===== src/stm_pkg.sv =====
// Purpose: Shared constants and types of the two-channel safe torque off monitor.
// Assumes: A 50 MHz system clock.
// Notes: Times are held in milliseconds; cycle counts are derived from the clock rate.
package stm_pkg;
  localparam int unsigned CLK_HZ = 50_000_000;
  localparam int unsigned HZ_PER_KHZ = 1000;
  // Cycles in one millisecond of the timebase.
  localparam int unsigned MS_CYCLES = CLK_HZ / HZ_PER_KHZ;
  // Longest allowed delay from a channel opening to output cut.
  localparam int unsigned CUT_LIMIT_MS = 10;
  // Longest allowed indication delay for a deliberate stop.
  localparam int unsigned IND_STOP_MS = 100;
  // Longest allowed indication delay for a channel abnormality.
  localparam int unsigned IND_CHAN_MS = 280;
  // Time the external switching element may take for one transition.
  localparam int unsigned SWITCH_MS = 200;
  // Synchroniser depth and reset level of a channel (open is the safe level).
  localparam int unsigned SYNC_STAGES = 3;
  localparam logic CHAN_RESET = 1'b0;
  localparam int unsigned CHANNELS = 2;
  localparam int unsigned CH_A = 0;
  localparam int unsigned CH_B = 1;

  typedef enum logic [2:0] {
    STM_FLT_NONE,
    STM_FLT_E40,
    STM_FLT_E41,
    STM_FLT_E42,
    STM_FLT_E43
  } stm_fault_t;
endpackage


===== src/stm_chan_sync.sv =====
// Purpose: Brings one safety channel input into the system clock domain.
// Assumes: The input is a pin level, high while the contact is closed.
// Notes: The clean level moves only when the second and third stages agree.
`timescale 1ns/1ns
module stm_chan_sync (
  input wire logic ref_clk,
  input wire logic reset,
  input wire logic chan_in,
  output logic chan_closed
);
  typedef struct packed {
    logic [stm_pkg::SYNC_STAGES-1:0] stage;
    logic level;
  } stm_sync_state_t;

  stm_sync_state_t state_ff;
  stm_sync_state_t nxt_state;

  always_comb
  begin
    nxt_state = state_ff;
    nxt_state.stage = {state_ff.stage[stm_pkg::SYNC_STAGES-2:0], chan_in};
    // The first stage feeds only the second, so metastability cannot reach the filter.
    if (state_ff.stage[1] == state_ff.stage[2])
    begin
      nxt_state.level = state_ff.stage[2];
    end
  end

  always_ff @(posedge ref_clk or posedge reset)
  begin
    if (reset)
    begin
      state_ff <= '{stage: {stm_pkg::SYNC_STAGES{stm_pkg::CHAN_RESET}}, level: stm_pkg::CHAN_RESET};
    end
    else
    begin
      state_ff <= nxt_state;
    end
  end

  assign chan_closed = state_ff.level;
endmodule


===== src/stm_monitor.sv =====
// Purpose: Two-channel safe torque off monitor; decides whether the drive output may run.
// Assumes: Power-on reset on reset; channel inputs high while closed; 50 MHz ref_clk.
// Notes: Only a power cycle (reset) clears a channel abnormality; a deliberate stop clears by key or auto.
// Notes on behaviour
// - With both channels closed and no code held the output may run and no fault is shown.
// - With both channels open and no channel fault held the output is cut and the deliberate stop code is shown.
// - With channel a open and b closed the output is cut and the channel a fault is shown.
// - With channel b open and a closed the output is cut and the channel b fault is shown.
// - When both channels have been judged abnormal a separate dual fault code is shown.
// - In every stop or fault mode the output is cut within ten milliseconds of the input change.
// - Channel a, channel b and dual faults are shown within 280 milliseconds of the trigger.
// - The deliberate stop code is shown within 100 milliseconds of both channels opening.
// - While any stop condition is active run commands are ignored and the output stays off.
// - A single-channel fault stays latched after the channels close and clears only on power cycle.
// - The deliberate stop clears only with both channels closed; a clear with a channel open does nothing.
// - The stop decision overrides every other path that could enable the output.
// - The deliberate stop clears by a stop/reset key press or automatically when configured.
`timescale 1ns/1ns
module stm_monitor #(
  parameter int unsigned MS_CYCLES = stm_pkg::MS_CYCLES,
  parameter int unsigned DISCREP_MS = stm_pkg::SWITCH_MS
) (
  input wire logic ref_clk,
  input wire logic reset,
  input wire logic safety_channel_a,
  input wire logic safety_channel_b,
  input wire logic run_request,
  input wire logic stop_reset_key,
  input wire logic auto_clear,
  output logic drive_enable,
  output stm_pkg::stm_fault_t fault_code,
  output logic sto_active
);
  localparam int unsigned MSW = $clog2(MS_CYCLES);
  localparam int unsigned DW = $clog2(DISCREP_MS + 1);
  localparam logic [MSW-1:0] MS_LAST = MSW'(MS_CYCLES - 1);
  localparam logic [DW-1:0] DISC_END = DW'(DISCREP_MS);
  // The synchroniser stages, the filtered level and the drive register lie between a pin and the output.
  localparam int unsigned CUT_CYCLES = stm_pkg::SYNC_STAGES + 2;

  generate
    // A window at or beyond the channel indication limit would report a single fault too late.
    // The tick phase can end the window up to one millisecond early; it never adds to it.
    if (MS_CYCLES < 2 || DISCREP_MS < 1 || DISCREP_MS + 1 >= stm_pkg::IND_CHAN_MS)
    begin : g_bad_params
      $error("stm_monitor: unsupported timing parameters");
    end
    // A timebase this short could not hold the pin to output path inside the cut limit.
    if (CUT_CYCLES >= stm_pkg::CUT_LIMIT_MS * MS_CYCLES)
    begin : g_bad_cut
      $error("stm_monitor: cut delay exceeds its limit");
    end
    // The stop code follows the same path, so it needs the same room inside its own limit.
    if (CUT_CYCLES >= stm_pkg::IND_STOP_MS * MS_CYCLES)
    begin : g_bad_stop
      $error("stm_monitor: stop indication exceeds its limit");
    end
  endgenerate

  typedef struct packed {
    logic [MSW-1:0] ms_cnt;
    logic [DW-1:0] disc_cnt;
    logic disc_active;
    logic disc_a_open;
    stm_pkg::stm_fault_t fault;
    logic drive_en;
  } stm_state_t;

  stm_state_t state_ff;
  stm_state_t nxt_state;
  logic [stm_pkg::CHANNELS-1:0] chan_pins;
  logic [stm_pkg::CHANNELS-1:0] chan_closed;
  logic both_closed;
  logic both_open;
  logic mismatch;
  logic ms_tick;
  logic disc_expired;
  logic disc_same;
  logic clear_req;

  assign chan_pins[stm_pkg::CH_A] = safety_channel_a;
  assign chan_pins[stm_pkg::CH_B] = safety_channel_b;

  // The run gate and the stop flag both read this, so they never disagree on a held fault.
  function automatic logic fault_free(input stm_pkg::stm_fault_t f);
    return f == stm_pkg::STM_FLT_NONE;
  endfunction

  function automatic logic opposite_open(
    input stm_pkg::stm_fault_t latched,
    input logic [stm_pkg::CHANNELS-1:0] closed
  );
    logic a_open;
    logic b_open;
    a_open = !closed[stm_pkg::CH_A];
    b_open = !closed[stm_pkg::CH_B];
    if (latched == stm_pkg::STM_FLT_E41)
    begin
      return b_open && !a_open;
    end
    return a_open && !b_open;
  endfunction

  genvar gi;
  generate
    for (gi = 0; gi < stm_pkg::CHANNELS; gi++)
    begin : g_sync
      stm_chan_sync u_sync (
        .ref_clk(ref_clk),
        .reset(reset),
        .chan_in(chan_pins[gi]),
        .chan_closed(chan_closed[gi])
      );
    end
  endgenerate

  assign both_closed = &chan_closed;
  assign both_open = ~|chan_closed;
  assign mismatch = ^chan_closed;
  assign ms_tick = (state_ff.ms_cnt == MS_LAST);
  // The window only counts while the same channel stays open; a swap must be timed afresh.
  assign disc_same = state_ff.disc_active && (state_ff.disc_a_open == !chan_closed[stm_pkg::CH_A]);
  assign disc_expired = disc_same && (state_ff.disc_cnt == DISC_END);
  assign clear_req = stop_reset_key | auto_clear;

  always_comb
  begin
    nxt_state = state_ff;
    nxt_state.ms_cnt = ms_tick ? '0 : state_ff.ms_cnt + MSW'(1);

    // allow the switch time before judging a mismatch
    if (!mismatch)
    begin
      nxt_state.disc_active = 1'b0;
      nxt_state.disc_cnt = '0;
    end
    else if (!disc_same)
    begin
      // A swap of the open channel restarts the window, so a mirrored mismatch is judged in full.
      nxt_state.disc_active = 1'b1;
      nxt_state.disc_cnt = '0;
      nxt_state.disc_a_open = !chan_closed[stm_pkg::CH_A];
    end
    else if (ms_tick && !disc_expired)
    begin
      nxt_state.disc_cnt = state_ff.disc_cnt + DW'(1);
    end

    unique case (state_ff.fault)
      stm_pkg::STM_FLT_NONE, stm_pkg::STM_FLT_E40:
      begin
        if (disc_expired && mismatch)
        begin
          // shown once the switch time has run out
          nxt_state.fault = chan_closed[stm_pkg::CH_A] ? stm_pkg::STM_FLT_E42 : stm_pkg::STM_FLT_E41;
        end
        else if (both_open)
        begin
          // shown on the cycle after both open
          nxt_state.fault = stm_pkg::STM_FLT_E40;
        end
        else if (state_ff.fault == stm_pkg::STM_FLT_E40 && both_closed && clear_req)
        begin
          nxt_state.fault = stm_pkg::STM_FLT_NONE;
        end
      end
      stm_pkg::STM_FLT_E41:
      begin
        // the other channel also judged abnormal
        if (disc_expired && opposite_open(state_ff.fault, chan_closed))
        begin
          nxt_state.fault = stm_pkg::STM_FLT_E43;
        end
      end
      stm_pkg::STM_FLT_E42:
      begin
        // the other channel also judged abnormal
        if (disc_expired && opposite_open(state_ff.fault, chan_closed))
        begin
          nxt_state.fault = stm_pkg::STM_FLT_E43;
        end
      end
      stm_pkg::STM_FLT_E43:
      begin
        nxt_state.fault = stm_pkg::STM_FLT_E43;
      end
      default:
      begin
        nxt_state.fault = stm_pkg::STM_FLT_E43;
      end
    endcase

    // run only with both closed and no fault
    // any open channel cuts on the next edge
    nxt_state.drive_en = run_request && both_closed && fault_free(state_ff.fault);
  end

  always_ff @(posedge ref_clk or posedge reset)
  begin
    if (reset)
    begin
      state_ff <= '{ms_cnt: '0, disc_cnt: '0, disc_active: 1'b0, disc_a_open: 1'b0,
        fault: stm_pkg::STM_FLT_NONE, drive_en: 1'b0};
    end
    else
    begin
      state_ff <= nxt_state;
    end
  end

  assign drive_enable = state_ff.drive_en;
  assign fault_code = state_ff.fault;
  assign sto_active = !both_closed || !fault_free(state_ff.fault);
endmodule


===== config.mk =====
export PLATFORM = sky130hd
export DESIGN_NAME = stm_monitor
export DESIGN_NICKNAME = d
export VERILOG_FILES = /design/src/stm_pkg.sv /design/src/stm_chan_sync.sv /design/src/stm_monitor.sv
export SDC_FILE = /design/constraint.sdc
export NUM_CORES = 1
export LEC_CHECK = 0
export ABC_AREA = 1
export BUFFER_PORTS_ARGS = -buffer_cell sky130_fd_sc_hd__buf_2
export CAP_MARGIN = 20
export CORE_MARGIN = 5
export CORE_UTILIZATION = 30
export CTS_BUF_LIST = sky130_fd_sc_hd__clkbuf_4 sky130_fd_sc_hd__clkbuf_8
export CTS_CLUSTER_DIAMETER = 50
export DETAILED_ROUTE_END_ITERATION = 6
export SETUP_SLACK_MARGIN = 0.02
export SLEW_MARGIN = 40
export SYNTH_ARGS = -nofsm -noshare
export SYNTH_HDL_FRONTEND = slang
export SYNTH_SLANG_ARGS = --single-unit

===== constraint.sdc =====
create_clock -name ref_clk -period 2.09 [get_ports ref_clk]
set_input_delay 0 -clock ref_clk [delete_from_list [all_inputs] [get_ports ref_clk]]
set_output_delay 0 -clock ref_clk [all_outputs]
set_load 0.02 [all_outputs]

# ---- Word-level counts from Yosys, hierarchy flattened
# Cells that the tools add are included.
dict set report op_classes {
  n_reduce_logical 25
  n_addsub 2
  mux 20
  n_bitwise 2
  n_eq_ne 13
}
# op n
set op_table {}
lappend op_table {{adder 16 x 1 -> 16 bit, second input constant} 1}
lappend op_table {{equality test 16 bit, second input constant} 1}
lappend op_table {{two-way mux 16 bit} 1}
lappend op_table {{two-way mux 8 bit} 2}
lappend op_table {{two-way mux 3 bit} 5}
lappend op_table {{logical AND 1 bit} 12}
lappend op_table {{two-way mux 1 bit} 9}
lappend op_table {{two-way mux 9 bit} 1}
lappend op_table {{one-hot mux 3 bit (3 select lines)} 1}
lappend op_table {{adder 8 x 1 -> 8 bit, second input constant} 1}
lappend op_table {{equality test 8 bit, second input constant} 1}
lappend op_table {{equality test 3 x 2 -> 1 bit, second input constant} 2}
lappend op_table {{logical NOT 1 bit} 5}
lappend op_table {{inequality test 2 bit, second input constant} 2}
lappend op_table {{inequality test 4 bit, second input constant} 1}
lappend op_table {{AND reduction 2 bit} 2}
lappend op_table {{OR reduction 2 bit} 2}
lappend op_table {{equality test 1 bit} 3}
lappend op_table {{equality test 3 x 1 -> 1 bit, second input constant} 1}
lappend op_table {{logical NOT 3 bit} 1}
lappend op_table {{inequality test 3 x 2 -> 1 bit, second input constant} 1}
lappend op_table {{AND reduction 3 bit} 1}
lappend op_table {{two-way mux 2 bit} 1}
lappend op_table {{inequality test 2 x 1 -> 1 bit, second input constant} 1}
lappend op_table {{other kinds (4)} 4}
dict set report word_totals {
  out_inout_bits 5
  regBits 38
  elab_cells 72
}

# ---- Depth between registers and ports, before layout
# Gate-level depths: netlist of run 1.
dict set report depth {
  word_depth 9
  depth_mapped 9
  mapped_depth_nobuf 9
}

# ---- Modules after synthesis
# From an unflattened synthesis of run 1, not the netlist that was laid out.
dict set report hier_totals {
  hier_cells 264
  hier_area_um2 2103.3
}
# module n_inst area_per_inst_um2 cells_per_inst
set by_module_without_submodules {}
lappend by_module_without_submodules {stm_monitor 1 1863.0 246}
lappend by_module_without_submodules {stm_chan_sync 2 120.1 9}

# ---- Worst setup path before layout of run 1
# OpenSTA, ideal clock, no wires.
dict set report synth_path {
  path_kind {flip-flop to flip-flop}
  startpoint {register g_sync[0].u_sync.state_ff (netlist bit g_sync[0].u_sync.chan_closed)}
  endpoint {register state_ff (netlist bit fault_code[0])}
  required_ns 1.973
  arrival_ns 1.506
  n_path_buf 1
  setup_slack_ns 0.467
  period_less_slack_ns 1.623
  stages_incl_launch_ff 9
  path_cell_list {dfrtp_1 -> inv_1 -> ha_1 -> inv_2 -> nor3_1 -> buf_6 -> nand3_1 -> nand3_1 -> nand2_1}
}
dict set report synth_between {
  elab_chain_cells 7
  word_cells_on_any_way 27
  classes_between {4 x eq/ne; 9 x mux; 14 x reduce/logical}
}
# element line
set synth_lines {}
lappend synth_lines {{start, declared} stm_chan_sync.sv:16} ;# stm_sync_state_t state_ff;
lappend synth_lines {{start signal, assigned} stm_chan_sync.sv:34} ;# state_ff <= '{stage: {stm_pkg::SYNC_STAGES{stm_pkg::CHAN_RESET}}, level: stm_pkg::CHAN_RESET};
lappend synth_lines {{start signal, assigned} stm_chan_sync.sv:38} ;# state_ff <= nxt_state;
lappend synth_lines {{logical AND 1 bit or logical NOT 1 bit (tied branches)} {stm_monitor.sv:99, stm_monitor.sv:95, stm_monitor.sv:122}}
lappend synth_lines {{two-way mux 1 bit, or another cell as far along} stm_monitor.sv:97} ;# if (latched == stm_pkg::STM_FLT_E41)
lappend synth_lines {{two-way mux 1 bit or logical AND 1 bit (tied branches)} {stm_monitor.sv:101, stm_monitor.sv:122}}
lappend synth_lines {{two-way mux 1 bit or logical AND 1 bit (tied branches)} {stm_monitor.sv:149, stm_monitor.sv:123}}
lappend synth_lines {{logical AND 1 bit (on tied branches)} {stm_monitor.sv:178, stm_monitor.sv:152, stm_monitor.sv:170}}
lappend synth_lines {{inequality test 2 bit (no source line), or another cell as far along} --}
lappend synth_lines {{AND reduction 3 bit (no source line) or one-hot mux 3 bit (3 select lines) (tied branches)} --}
lappend synth_lines {{end signal, assigned} stm_monitor.sv:202} ;# state_ff <= '{ms_cnt: '0, disc_cnt: '0, disc_active: 1'b0, disc_a_open: 1'b0,
lappend synth_lines {{end signal, assigned} stm_monitor.sv:207} ;# state_ff <= nxt_state;
lappend synth_lines {{end, declared} stm_monitor.sv:69} ;# stm_state_t state_ff;
# Parallel ways exist; a longest one is shown, timed or not. The select of a mux whose other input is x is not followed.
# A chain may end at the register's enable or synchronous reset.

# ---- Worst setup path in the final report of run 1
dict set report layout_path {
  startpoint {register g_sync[1].u_sync.state_ff (netlist bit g_sync[1].u_sync.chan_closed)}
  endpoint {register state_ff[10] in the netlist's numbering}
}
dict set report layout_between {
  elab_chain_cells 2
  word_cells_on_any_way 3
  classes_between {1 x eq/ne; 1 x mux; 1 x reduce/logical}
}
# element line
set layout_lines {}
lappend layout_lines {{start, declared} stm_chan_sync.sv:16}
lappend layout_lines {{start signal, assigned} stm_chan_sync.sv:34}
lappend layout_lines {{start signal, assigned} stm_chan_sync.sv:38}
lappend layout_lines {{XOR reduction 2 bit *} stm_monitor.sv:119} ;# assign mismatch = ^chan_closed;
lappend layout_lines {{inequality test 3 x 2 -> 1 bit (no source line) or two-way mux 9 bit (tied branches)} --}
# Every way passes the cells marked *; elsewhere a longest branch is shown, timed or not.

==> flow_metrics.env, run 1 <==
export IMPL_fin_crit_sh_pct=83.1
export IMPL_whs_path_depth=7
export IMPL_vias=1570
export IMPL_grt_overflow=0
export IMPL_grt_pass1_vias=1598
export IMPL_n_fill_cell=708
export IMPL_ir_drop_mv=0.250
export IMPL_p_per_area_nw_per_um2=601
export IMPL_fmax_mhz=576
export IMPL_pre_cts_slack_ns=0.354
export IMPL_min_period_ns=1.74
export IMPL_synthCells=251
export IMPL_grt_first_pass_wirelength_mm=6.93
export IMPL_dr_wl_met2_mm=1.64
export IMPL_hold_start="stop_reset_key"
export IMPL_place_congestion=0.839
export IMPL_hold_viol_final=0
export IMPL_path_class="reg -> reg"
export IMPL_antenna_cells=0
export IMPL_io_pins=12
export IMPL_postCtsResizedCells=0
export IMPL_cp_max_fo=9
export IMPL_relSlewSlack_pct=68.4
export IMPL_worst_r2r_path_depth=8
export IMPL_worstPathRequired_ns=2.27
export IMPL_grt_max_degree=39
export IMPL_path_clk_slew_ns=0.07
export IMPL_skew_ns=0.00637
export IMPL_ant_nets=0
export IMPL_dieArea_um2=8810
export IMPL_timing_final_max_slew_violations=0
export IMPL_synth_seq_area_share_pct=45.1
export IMPL_coreArea_um2=6830
export IMPL_htree_levels=2
export IMPL_finalPower_uw=1440
export IMPL_rows=30
export IMPL_max_cap_viol_count=0
export IMPL_hp_class="in -> reg"
export IMPL_synth_top_cells_by_count="nand2_1, dfrtp_1, nor2_1, inv_1, nand3_1"
export IMPL_die_y_um=93.9
export IMPL_drt_wl_total_mm=3.80
export IMPL_synth_cell_types=32
export IMPL_yosys_cell_count_top_type="nand2_1"
export IMPL_synth_warnings=0
export IMPL_worst_pin_slew_ns=0.474
export IMPL_regArea_um2=951
export IMPL_clock_sinks=38
export IMPL_final_nets=285
export IMPL_worstReg2RegStart="g_sync[1].u_sync.chan_closed$_DFFE_PP0N_"
export IMPL_synth_top_cell_area_share_pct=45.1
export IMPL_crit_path_end_kind="flip-flop"
export IMPL_multi_input_area_um2=1000
export IMPL_rrSetupSlack_ns=0.35
export IMPL_ys_top_cells_by_area="dfrtp_1, nand2_1, nor2_1"
export IMPL_vias_per_cell=4.29
export IMPL_wl_met3_um=154
export IMPL_routedWlPerCell_um=10.4
export IMPL_p_leak_uw=0.00120
export IMPL_min_to="fault_code[2]$_DFFE_PP0P_"
export IMPL_numCtsBuffers=5
export IMPL_drc_errors=0
export IMPL_grt_total_usage_pct=9.85
export IMPL_startpoint_type="flip-flop"
export IMPL_initial_core_util_pct=30.9
export IMPL_setup_slack_ns=0.352
export IMPL_ys_seq_elements=38
export IMPL_syn2layout_area_growth_pct=13.4
export IMPL_cts_tree="done"
export IMPL_clockBufferDepth=2
export IMPL_post_cts_buffers=0
export IMPL_avgSynthCellArea_um2=8.40
export IMPL_crit_arrival_ns=1.91
export IMPL_root_buffer="clkbuf_8"
export IMPL_outcome="completed"
export IMPL_netlist_area_um2=2110
export IMPL_wl_met1_mm=1.94
export IMPL_drt_iter0_drc=80
export IMPL_antenna_found_initial=0
export IMPL_io_buffer_count=11
export IMPL_die_w_um=93.9
export IMPL_fin_tns_setup_ns=0
export IMPL_synthArstFlopShare_pct=100
export IMPL_timing_rr_end="state_ff[10]$_DFFE_PP0P_"
export IMPL_clock_latency_ns=0.28
export IMPL_syn_num_nets=265
export IMPL_post_dp_hpwl_mm=2.81
export IMPL_firstDrtPassIters=4
export IMPL_highest_layer="met4"
export IMPL_rsz0062_at_grt="no"
export IMPL_synth_top_cell_by_area="dfrtp_1"
export IMPL_synth_enable_flop_cells=0
export IMPL_drive_gt1_share_pct=16.3
export IMPL_synth_ff_type="dfrtp_1"
export IMPL_setup_violations=0
## power by group
group          total (uW)  switching, uW  internal [uW]
sequential            777           16.8            760
combinational         168            114           54.3
clock                 493            238            254
## layout by cell type, fill, tap and decap left out, drive strengths merged
master,count
a21oi,3
nor4,1
a21o,1
maj3,2
inv,32
and3,1
nor3b,1
o21ai,2
xnor2,1
dlygate4sd3,4
nor3,6
nand3b,2
ha,7
nand3,27
nand4,5
o21bai,4
clkbuf,6
dfrtp,38
nand2,58
or2,1
buf,14
nor2,46
xor2,8
## worst max path at each step
stage	from	to	cells after the start	slack [ns]
floorplan	g_sync[0].u_sync.chan_closed$_DFFE_PP0N_	fault_code[0]$_DFFE_PP0P_	8	0.47
global placement	g_sync[1].u_sync.chan_closed$_DFFE_PP0N_	state_ff[13]$_DFFE_PP0P_	8	0.42
detailed placement	g_sync[1].u_sync.chan_closed$_DFFE_PP0N_	state_ff[10]$_DFFE_PP0P_	8	0.35
CTS	g_sync[1].u_sync.chan_closed$_DFFE_PP0N_	state_ff[10]$_DFFE_PP0P_	8	0.34
global route	g_sync[1].u_sync.chan_closed$_DFFE_PP0N_	fault_code[0]$_DFFE_PP0P_	9	0.19
finish	g_sync[1].u_sync.chan_closed$_DFFE_PP0N_	state_ff[10]$_DFFE_PP0P_	8	0.35
## cell families (layout without fill, tap and decap cells)
family	Yosys count	after routing	synth area share, %
fa+ha+maj	9	9	5.10
xor+xnor	9	9	3.74
simple gates	148	148	35.6
buf+inv	37	56	7.47
flops	38	38	45.1
compound gates	10	10	2.97
## critical path: stages (launching register included)
cell and delay, ns:
dfrtp_1 0.40, inv_1 0.09, ha_1 0.30, inv_2 0.09, nor3_1 0.31, buf_4 0.25, nand2_4 0.09, nand2_1 0.06
nand2_1 0.05
## per-stage QoR
stage	cell area (um^2)	hold WS, ns	std cells	utilization [%]
4_1_cts	2390	0.232	366	35.0
6_report	2390	0.229	366	35.0
5_1_grt	2390	0.256	366	35.0
3_3_place_gp	2270	0.112	356	33.2
2_1_floorplan	2110	0.0314	251	-
3_5_place_dp	2270	0.114	356	33.2
## area by class of cell
class,count,share of cell area [%]
Inverter,32,5.02
Multi-Input combinational cell,176,41.8
Sequential cell,38,39.7
Tap cell,96,5.02
Timing Repair Buffer,18,4.92
Clock buffer,6,3.45
## repair_timing
action	in CTS	in global routing
endpoints found under the hold margin	41	0
setup endpoints to repair	0	0
hold buffers	4	0
## per-layer routing
| layer | global-route usage (%) | vias up |
|---|---|---|
| met3 | 2.88 | 5 |
| met5 | 0 | - |
| met2 | 15.6 | 23 |
| met1 | 12.7 | 714 |
| li1 | - | 828 |
| met4 | 3.61 | 0 |
## flip-flops by register name (all words and copies together) (netlist names)
register                   flops
state_ff                      26
g_sync.u_sync.chan_closed      2
g_sync.u_sync.nxt_state        4
fault_code                     3
drive_enable                   1
g_sync.u_sync.state_ff         2
Note: power is estimated with default switching activity, not from simulation.
==> run 2, diff against run 1 <==
Clock period 2.09 ns to 1.7 ns, I/O delays scaled along.
==> run 2 against run 1 <==
Net effect:
- total power is 27% higher
- cell count is 1.1% higher
- core utilization is 0.48 points higher
- final area is 1.4% higher
- count of clock-buffer cells in the layout stayed put
- first-iteration DRC count is 3.8% lower
- highest routed layer unchanged
==> flow_metrics.env, run 2 (synthesis gave the netlist of run 1 again) <==
export IMPL_setup_slack_ns=0.150
export IMPL_setup_violations=0
export IMPL_cp_max_fo=7
export IMPL_crit_arrival_ns=1.78
export IMPL_hp_class="in -> reg"
export IMPL_largest_reg_flops=26
export IMPL_p_leak_uw=0.00121
export IMPL_drive_gt1_share_pct=17.9
export IMPL_worstPathRequired_ns=1.94
export IMPL_finish_utilization_pct=35.5
export IMPL_crit_path_end_kind="flip-flop"
export IMPL_io_buffer_count=11
export IMPL_drc_errors=0
export IMPL_drt_wl_total_mm=3.91
export IMPL_coreArea_um2=6830
export IMPL_path_clk_slew_ns=0.08
export IMPL_ir_drop_mv=0.334
export IMPL_grt_first_pass_wirelength_mm=6.64
export IMPL_outcome="completed"
export IMPL_critical_path_top_delay_family="simple AND/OR/NAND/NOR gates"
export IMPL_rows=30
export IMPL_rrSetupSlack_ns=0.15
export IMPL_grt_total_usage_pct=9.66
export IMPL_clock_sinks=38
export IMPL_timing_final_max_slew_violations=0
export IMPL_worst_pin_slew_ns=0.473
export IMPL_syn2layout_area_growth_pct=14.9
export IMPL_dieArea_um2=8810
export IMPL_initial_core_util_pct=30.9
export IMPL_vias_per_cell=4.27
export IMPL_drt_iter0_drc=77
export IMPL_layout_common_cells="nand2_1, nor2_1, dfrtp_1, inv_1, nand3_1"
export IMPL_post_cts_buffers=0
export IMPL_crit_slowest_cell="dfrtp_1"
export IMPL_regMostFlops="state_ff"
export IMPL_rsz0062_at_grt="no"
export IMPL_numCtsBuffers=5
export IMPL_final_common_cell="nand2_1"
export IMPL_max_cap_viol_count=0
export IMPL_relSlewSlack_pct=68.5
export IMPL_grt_max_degree=39
export IMPL_clock_latency_ns=0.29
export IMPL_clockBufferDepth=2
export IMPL_fmax_mhz=645
export IMPL_ant_nets=0
export IMPL_place_congestion=0.841
export IMPL_antenna_found_initial=0
export IMPL_post_dp_hpwl_mm=2.80
export IMPL_fin_tns_setup_ns=0
export IMPL_cts_tree="done"
export IMPL_antenna_cells=0
export IMPL_whs_ns=0.210
export IMPL_slowest_delay_ns=0.38
export IMPL_hold_viol_final=0
export IMPL_io_pins=12
export IMPL_startpoint_type="flip-flop"
export IMPL_pre_cts_slack_ns=0.0601
export IMPL_die_y_um=93.9
export IMPL_final_nets=287
export IMPL_n_fill_cell=717
export IMPL_p_per_area_nw_per_um2=756
export IMPL_path_class="reg -> reg"
export IMPL_die_w_um=93.9
export IMPL_skew_ns=0.00337
export IMPL_routedWlPerCell_um=10.6
export IMPL_root_buffer="clkbuf_8"
export IMPL_grt_overflow=0
export IMPL_grt_pass1_vias=1423
export IMPL_crit_chain="ha_1 > nand2_2 > nor2_8 > nand3_2 > nor2_4 > nand2_4 > nand2_4 > nand2_1 > nand2_1"
export IMPL_fin_crit_sh_pct=91.2
export IMPL_min_period_ns=1.55
export IMPL_path_buf_inv=0
export IMPL_vias=1580
export IMPL_htree_levels=2
export IMPL_firstDrtPassIters=4
[run 2: changes by cell type in the layout (fill, tap and decap cells not counted)]
cell	previous run	this run
buf_4	3	5
clkinv_2	0	1
clkinvlp_4	0	1
nor3_1	6	5
nor3_2	0	1
[run 2: what timing repair did]
action | CTS | global route
hold buffers | 4 | 0
resized for setup | 0 | 1
hold endpoints to repair | 41 | 0
endpoints found under the setup margin | 0 | 9
[run 2: routing by layer]
metal	vias up	wire length [um]	GRT usage, %
li1	838	-	-
met5	-	0	0
met2	35	1680	14.6
met4	0	68	4.33
met1	702	1980	12.5
met3	5	183	3.13
[run 2: stage by stage]
stage,std cells,total power [uW],area [um^2]
after floorplan,251,1130,2110
after CTS,370,1860,2420
after global routing,370,1930,2420
after global placement,358,1190,2280
after detailed placement,358,1190,2280
final,370,1830,2420
[run 2: worst min-delay path: cells and delay by family]
kind | cells | cell delay (ns)
AND/OR/NAND/NOR | 6 | 0.38
buffers and inverters | 1 | 0.08
[run 2: worst paths after layout]
| check | from | to | cells after the start |
|---|---|---|---|
| min in group asynchronous | reset | state_ff[23]$_DFF_PP0_ | 4 |
| min reg2reg | g_sync[1].u_sync.nxt_state[2]$_DFF_PP0_ | g_sync[1].u_sync.nxt_state[3]$_DFF_PP0_ | 0 |
| min | stop_reset_key | fault_code[2]$_DFFE_PP0P_ | 7 |
| max | state_ff[14]$_DFF_PP0_ | state_ff[13]$_DFFE_PP0P_ | 9 |
| max reg2reg | state_ff[14]$_DFF_PP0_ | state_ff[13]$_DFFE_PP0P_ | 9 |
| max in group asynchronous | reset | g_sync[0].u_sync.state_ff[3]$_DFF_PP0_ | 4 |
[run 2: layout make-up]
cell class | instances | area (um^2) | area share [%]
multi-input cells | 176 | 1010 | 41.5
flip-flops and latches | 38 | 951 | 39.2
repair buffers | 20 | 133 | 5.47
inverters | 32 | 120 | 4.95
well taps | 96 | 120 | 4.95
clock buffers | 6 | 82.6 | 3.41
clock inverters | 2 | 12.5 | 0.516
[run 2: where the power goes]
group / internal, uW / leakage [uW] / switching (uW)
Sequential: 934 / 0.000491 / 20.1
Clock: 326 / 0.0000472 / 325
Combinational: 77.1 / 0.000675 / 150
==> run 3, diff against run 2 <==
Settings changed: CORE_UTILIZATION 30 to 53, PLACE_DENSITY from default to 0.71.
==> run 3 against run 2 <==
Net effect:
- clock power grew 15%
- combinational power increased by 3%
- via count is 3.1% higher
- core utilization grew 26 points
- worst hold slack worse by 0.014 ns
- sequential power barely moved
- global-route usage up 7.4 points
- cell count down 12%
- non-clock buffer count grew 1
- worst setup slack got worse by 0.0022 ns
- total power increased by 5.7%
- critical path type unchanged
- largest cell class unchanged
==> flow_metrics.env, run 3 (synthesis gave the netlist of run 1 again) <==
export IMPL_p_int_uw=1450
export IMPL_hold_viol_final=0
export IMPL_clockBufferDepth=2
export IMPL_initial_core_util_pct=53.5
export IMPL_firstDrtPassIters=4
export IMPL_fin_tns_setup_ns=0
export IMPL_drive_gt1_share_pct=18.2
export IMPL_grt_total_usage_pct=17.0
export IMPL_met3_usage_pct=3.31
export IMPL_max_cap_viol_count=0
export IMPL_drt_wl_total_mm=3.83
export IMPL_regMostFlops="state_ff"
export IMPL_swShare_pct=25.3
export IMPL_final_nets=288
export IMPL_place_congestion=0.864
export IMPL_n_fill_cell=338
export IMPL_grt_overflow=0
export IMPL_p_clk_share_pct=38.8
export IMPL_worstReg2RegStart="g_sync[0].u_sync.chan_closed$_DFFE_PP0N_"
export IMPL_rows=23
export IMPL_crit_end="state_ff[10]$_DFFE_PP0P_"
export IMPL_finish_utilization_pct=61.0
export IMPL_grt_pass1_vias=1630
export IMPL_rrSetupSlack_ns=0.15
export IMPL_die_w_um=73.1
export IMPL_relSlewSlack_pct=73.9
export IMPL_timing_final_max_slew_violations=0
export IMPL_use_met2_pct=26.4
export IMPL_root_buffer="clkbuf_8"
export IMPL_fin_crit_sh_pct=91.3
export IMPL_clock_sinks=38
export IMPL_grt_busiest_layer="met2"
export IMPL_cp_max_fo=9
export IMPL_antenna_found_initial=0
export IMPL_final_cell_count_no_fill=325
export IMPL_skew_ns=0.0102
export IMPL_p_leak_uw=0.00123
export IMPL_crit_path_end_kind="flip-flop"
export IMPL_antenna_cells=0
export IMPL_outcome="completed"
export IMPL_p_per_area_nw_per_um2=805
export IMPL_startpoint_type="flip-flop"
export IMPL_hp_class="in -> reg"
export IMPL_final_common_cell="nand2_1"
export IMPL_routedWlPerCell_um=11.8
export IMPL_worstPathRequired_ns=1.88
export IMPL_grt_max_degree=31
export IMPL_multi_input_area_um2=1010
export IMPL_io_pins=12
export IMPL_io_buffer_count=11
export IMPL_die_y_um=73.1
export IMPL_coreArea_um2=3940
export IMPL_syn2layout_area_growth_pct=14.1
export IMPL_grtUsageMet1_pct=23.8
export IMPL_pre_cts_slack_ns=0.0872
export IMPL_worst_r2r_path_depth=8
export IMPL_htree_levels=2
export IMPL_setup_slack_ns=0.148
export IMPL_crit_start="g_sync[0].u_sync.chan_closed$_DFFE_PP0N_"
export IMPL_rsz0062_at_grt="yes"
export IMPL_setup_violations=0
export IMPL_largest_reg_flops=26
export IMPL_drc_errors=0
export IMPL_clock_latency_ns=0.29
export IMPL_layout_common_cells="nand2_1, nor2_1, dfrtp_1, inv_1, nand3_1"
export IMPL_min_period_ns=1.55
export IMPL_drt_iter0_drc=154
export IMPL_regArea_um2=951
export IMPL_cts_tree="done"
export IMPL_p_sw_uw=490
export IMPL_timing_rr_end="state_ff[10]$_DFFE_PP0P_"
export IMPL_ant_nets=0
export IMPL_post_dp_hpwl_mm=2.79
export IMPL_power_frac_comb_pct=12.0
export IMPL_worst_pin_slew_ns=0.389
export IMPL_path_class="reg -> reg"
export IMPL_path_clk_slew_ns=0.08
export IMPL_grt_first_pass_wirelength_mm=7.14
export IMPL_crit_arrival_ns=1.73
export IMPL_fmax_mhz=644
export IMPL_vias=1629
export IMPL_finalPower_uw=1940
export IMPL_p_seq_share_pct=49.2
export IMPL_dieArea_um2=5340
export IMPL_placed_cells=313
export IMPL_ir_drop_mv=0.399
export IMPL_numCtsBuffers=5
export IMPL_vias_per_cell=5.01
run 3: cell count changes in the layout (fill, tap and decap cells not counted), sizes merged:
cell / change
clkbuf: -1
clkinvlp: -1
clkinv: +1
buf: +1
bufinv: +1
run 3: final cells by class:
class                      instances  area share [%]
sequential                        38            39.5
tap                               50            2.60
clock buffer                       5            2.86
timing repair buffer              21            6.34
multi-input combinational        176            42.0
clock inverter                     3            1.66
inverter                          32            4.99
run 3: layer usage:
layer  part of all wire [%]  vias up  wire length, um
met5                      0        -                0
met4                    1.1        0               41
met3                    5.8        4              222
met2                     44       46             1670
met1                     50      745             1900
li1                       -      834                -
run 3: what timing repair did:
item / CTS / global route
endpoints found under the setup margin: 0 / 10
hold buffers: 4 / 0
resized for setup: 0 / 2
setup buffers: 0 / 0
endpoints found under the hold margin: 11 / 0
run 3: power groups by stage:
stage                     Clock (uW)  Combinational (uW)  Sequential (uW)
after global routing             817                 266              957
after floorplan                    0                 162              972
after global placement             0                 220              971
after CTS                        778                 232              953
final                            751                 233              953
after detailed placement           0                 223              971
run 3: worst max-delay path: stages (launching register included):
cell     delay [ns]
dfrtp_1        0.35
inv_1          0.07
ha_1           0.31
inv_2          0.05
nor3_2         0.25
buf_4          0.22
nand2_4        0.08
nand2_1        0.07
nand2_1        0.05
run 3: worst min-delay path by stage:
stage | startpoint | endpoint | slack (ns) | cells after the start
2_1_floorplan | safety_channel_a | g_sync[0].u_sync.nxt_state[2]$_DFF_PP0_ | 0.03 | 0
3_3_place_gp | reset | state_ff[27]$_DFF_PP0_ | -0.01 | 2
3_5_place_dp | reset | state_ff[27]$_DFF_PP0_ | 0.0004 | 2
4_1_cts | auto_clear | fault_code[2]$_DFFE_PP0P_ | 0.19 | 7
5_1_grt | reset | state_ff[27]$_DFF_PP0_ | 0.28 | 3
6_report | auto_clear | fault_code[2]$_DFFE_PP0P_ | 0.20 | 7
run 3: stage by stage:
stage	hold WS, ns	cell area, um^2
after detailed placement	0.000377	2250
final	0.195	2410
after floorplan	0.0314	2110
after global routing	0.279	2410
after global placement	-0.0101	2250
after CTS	0.186	2400
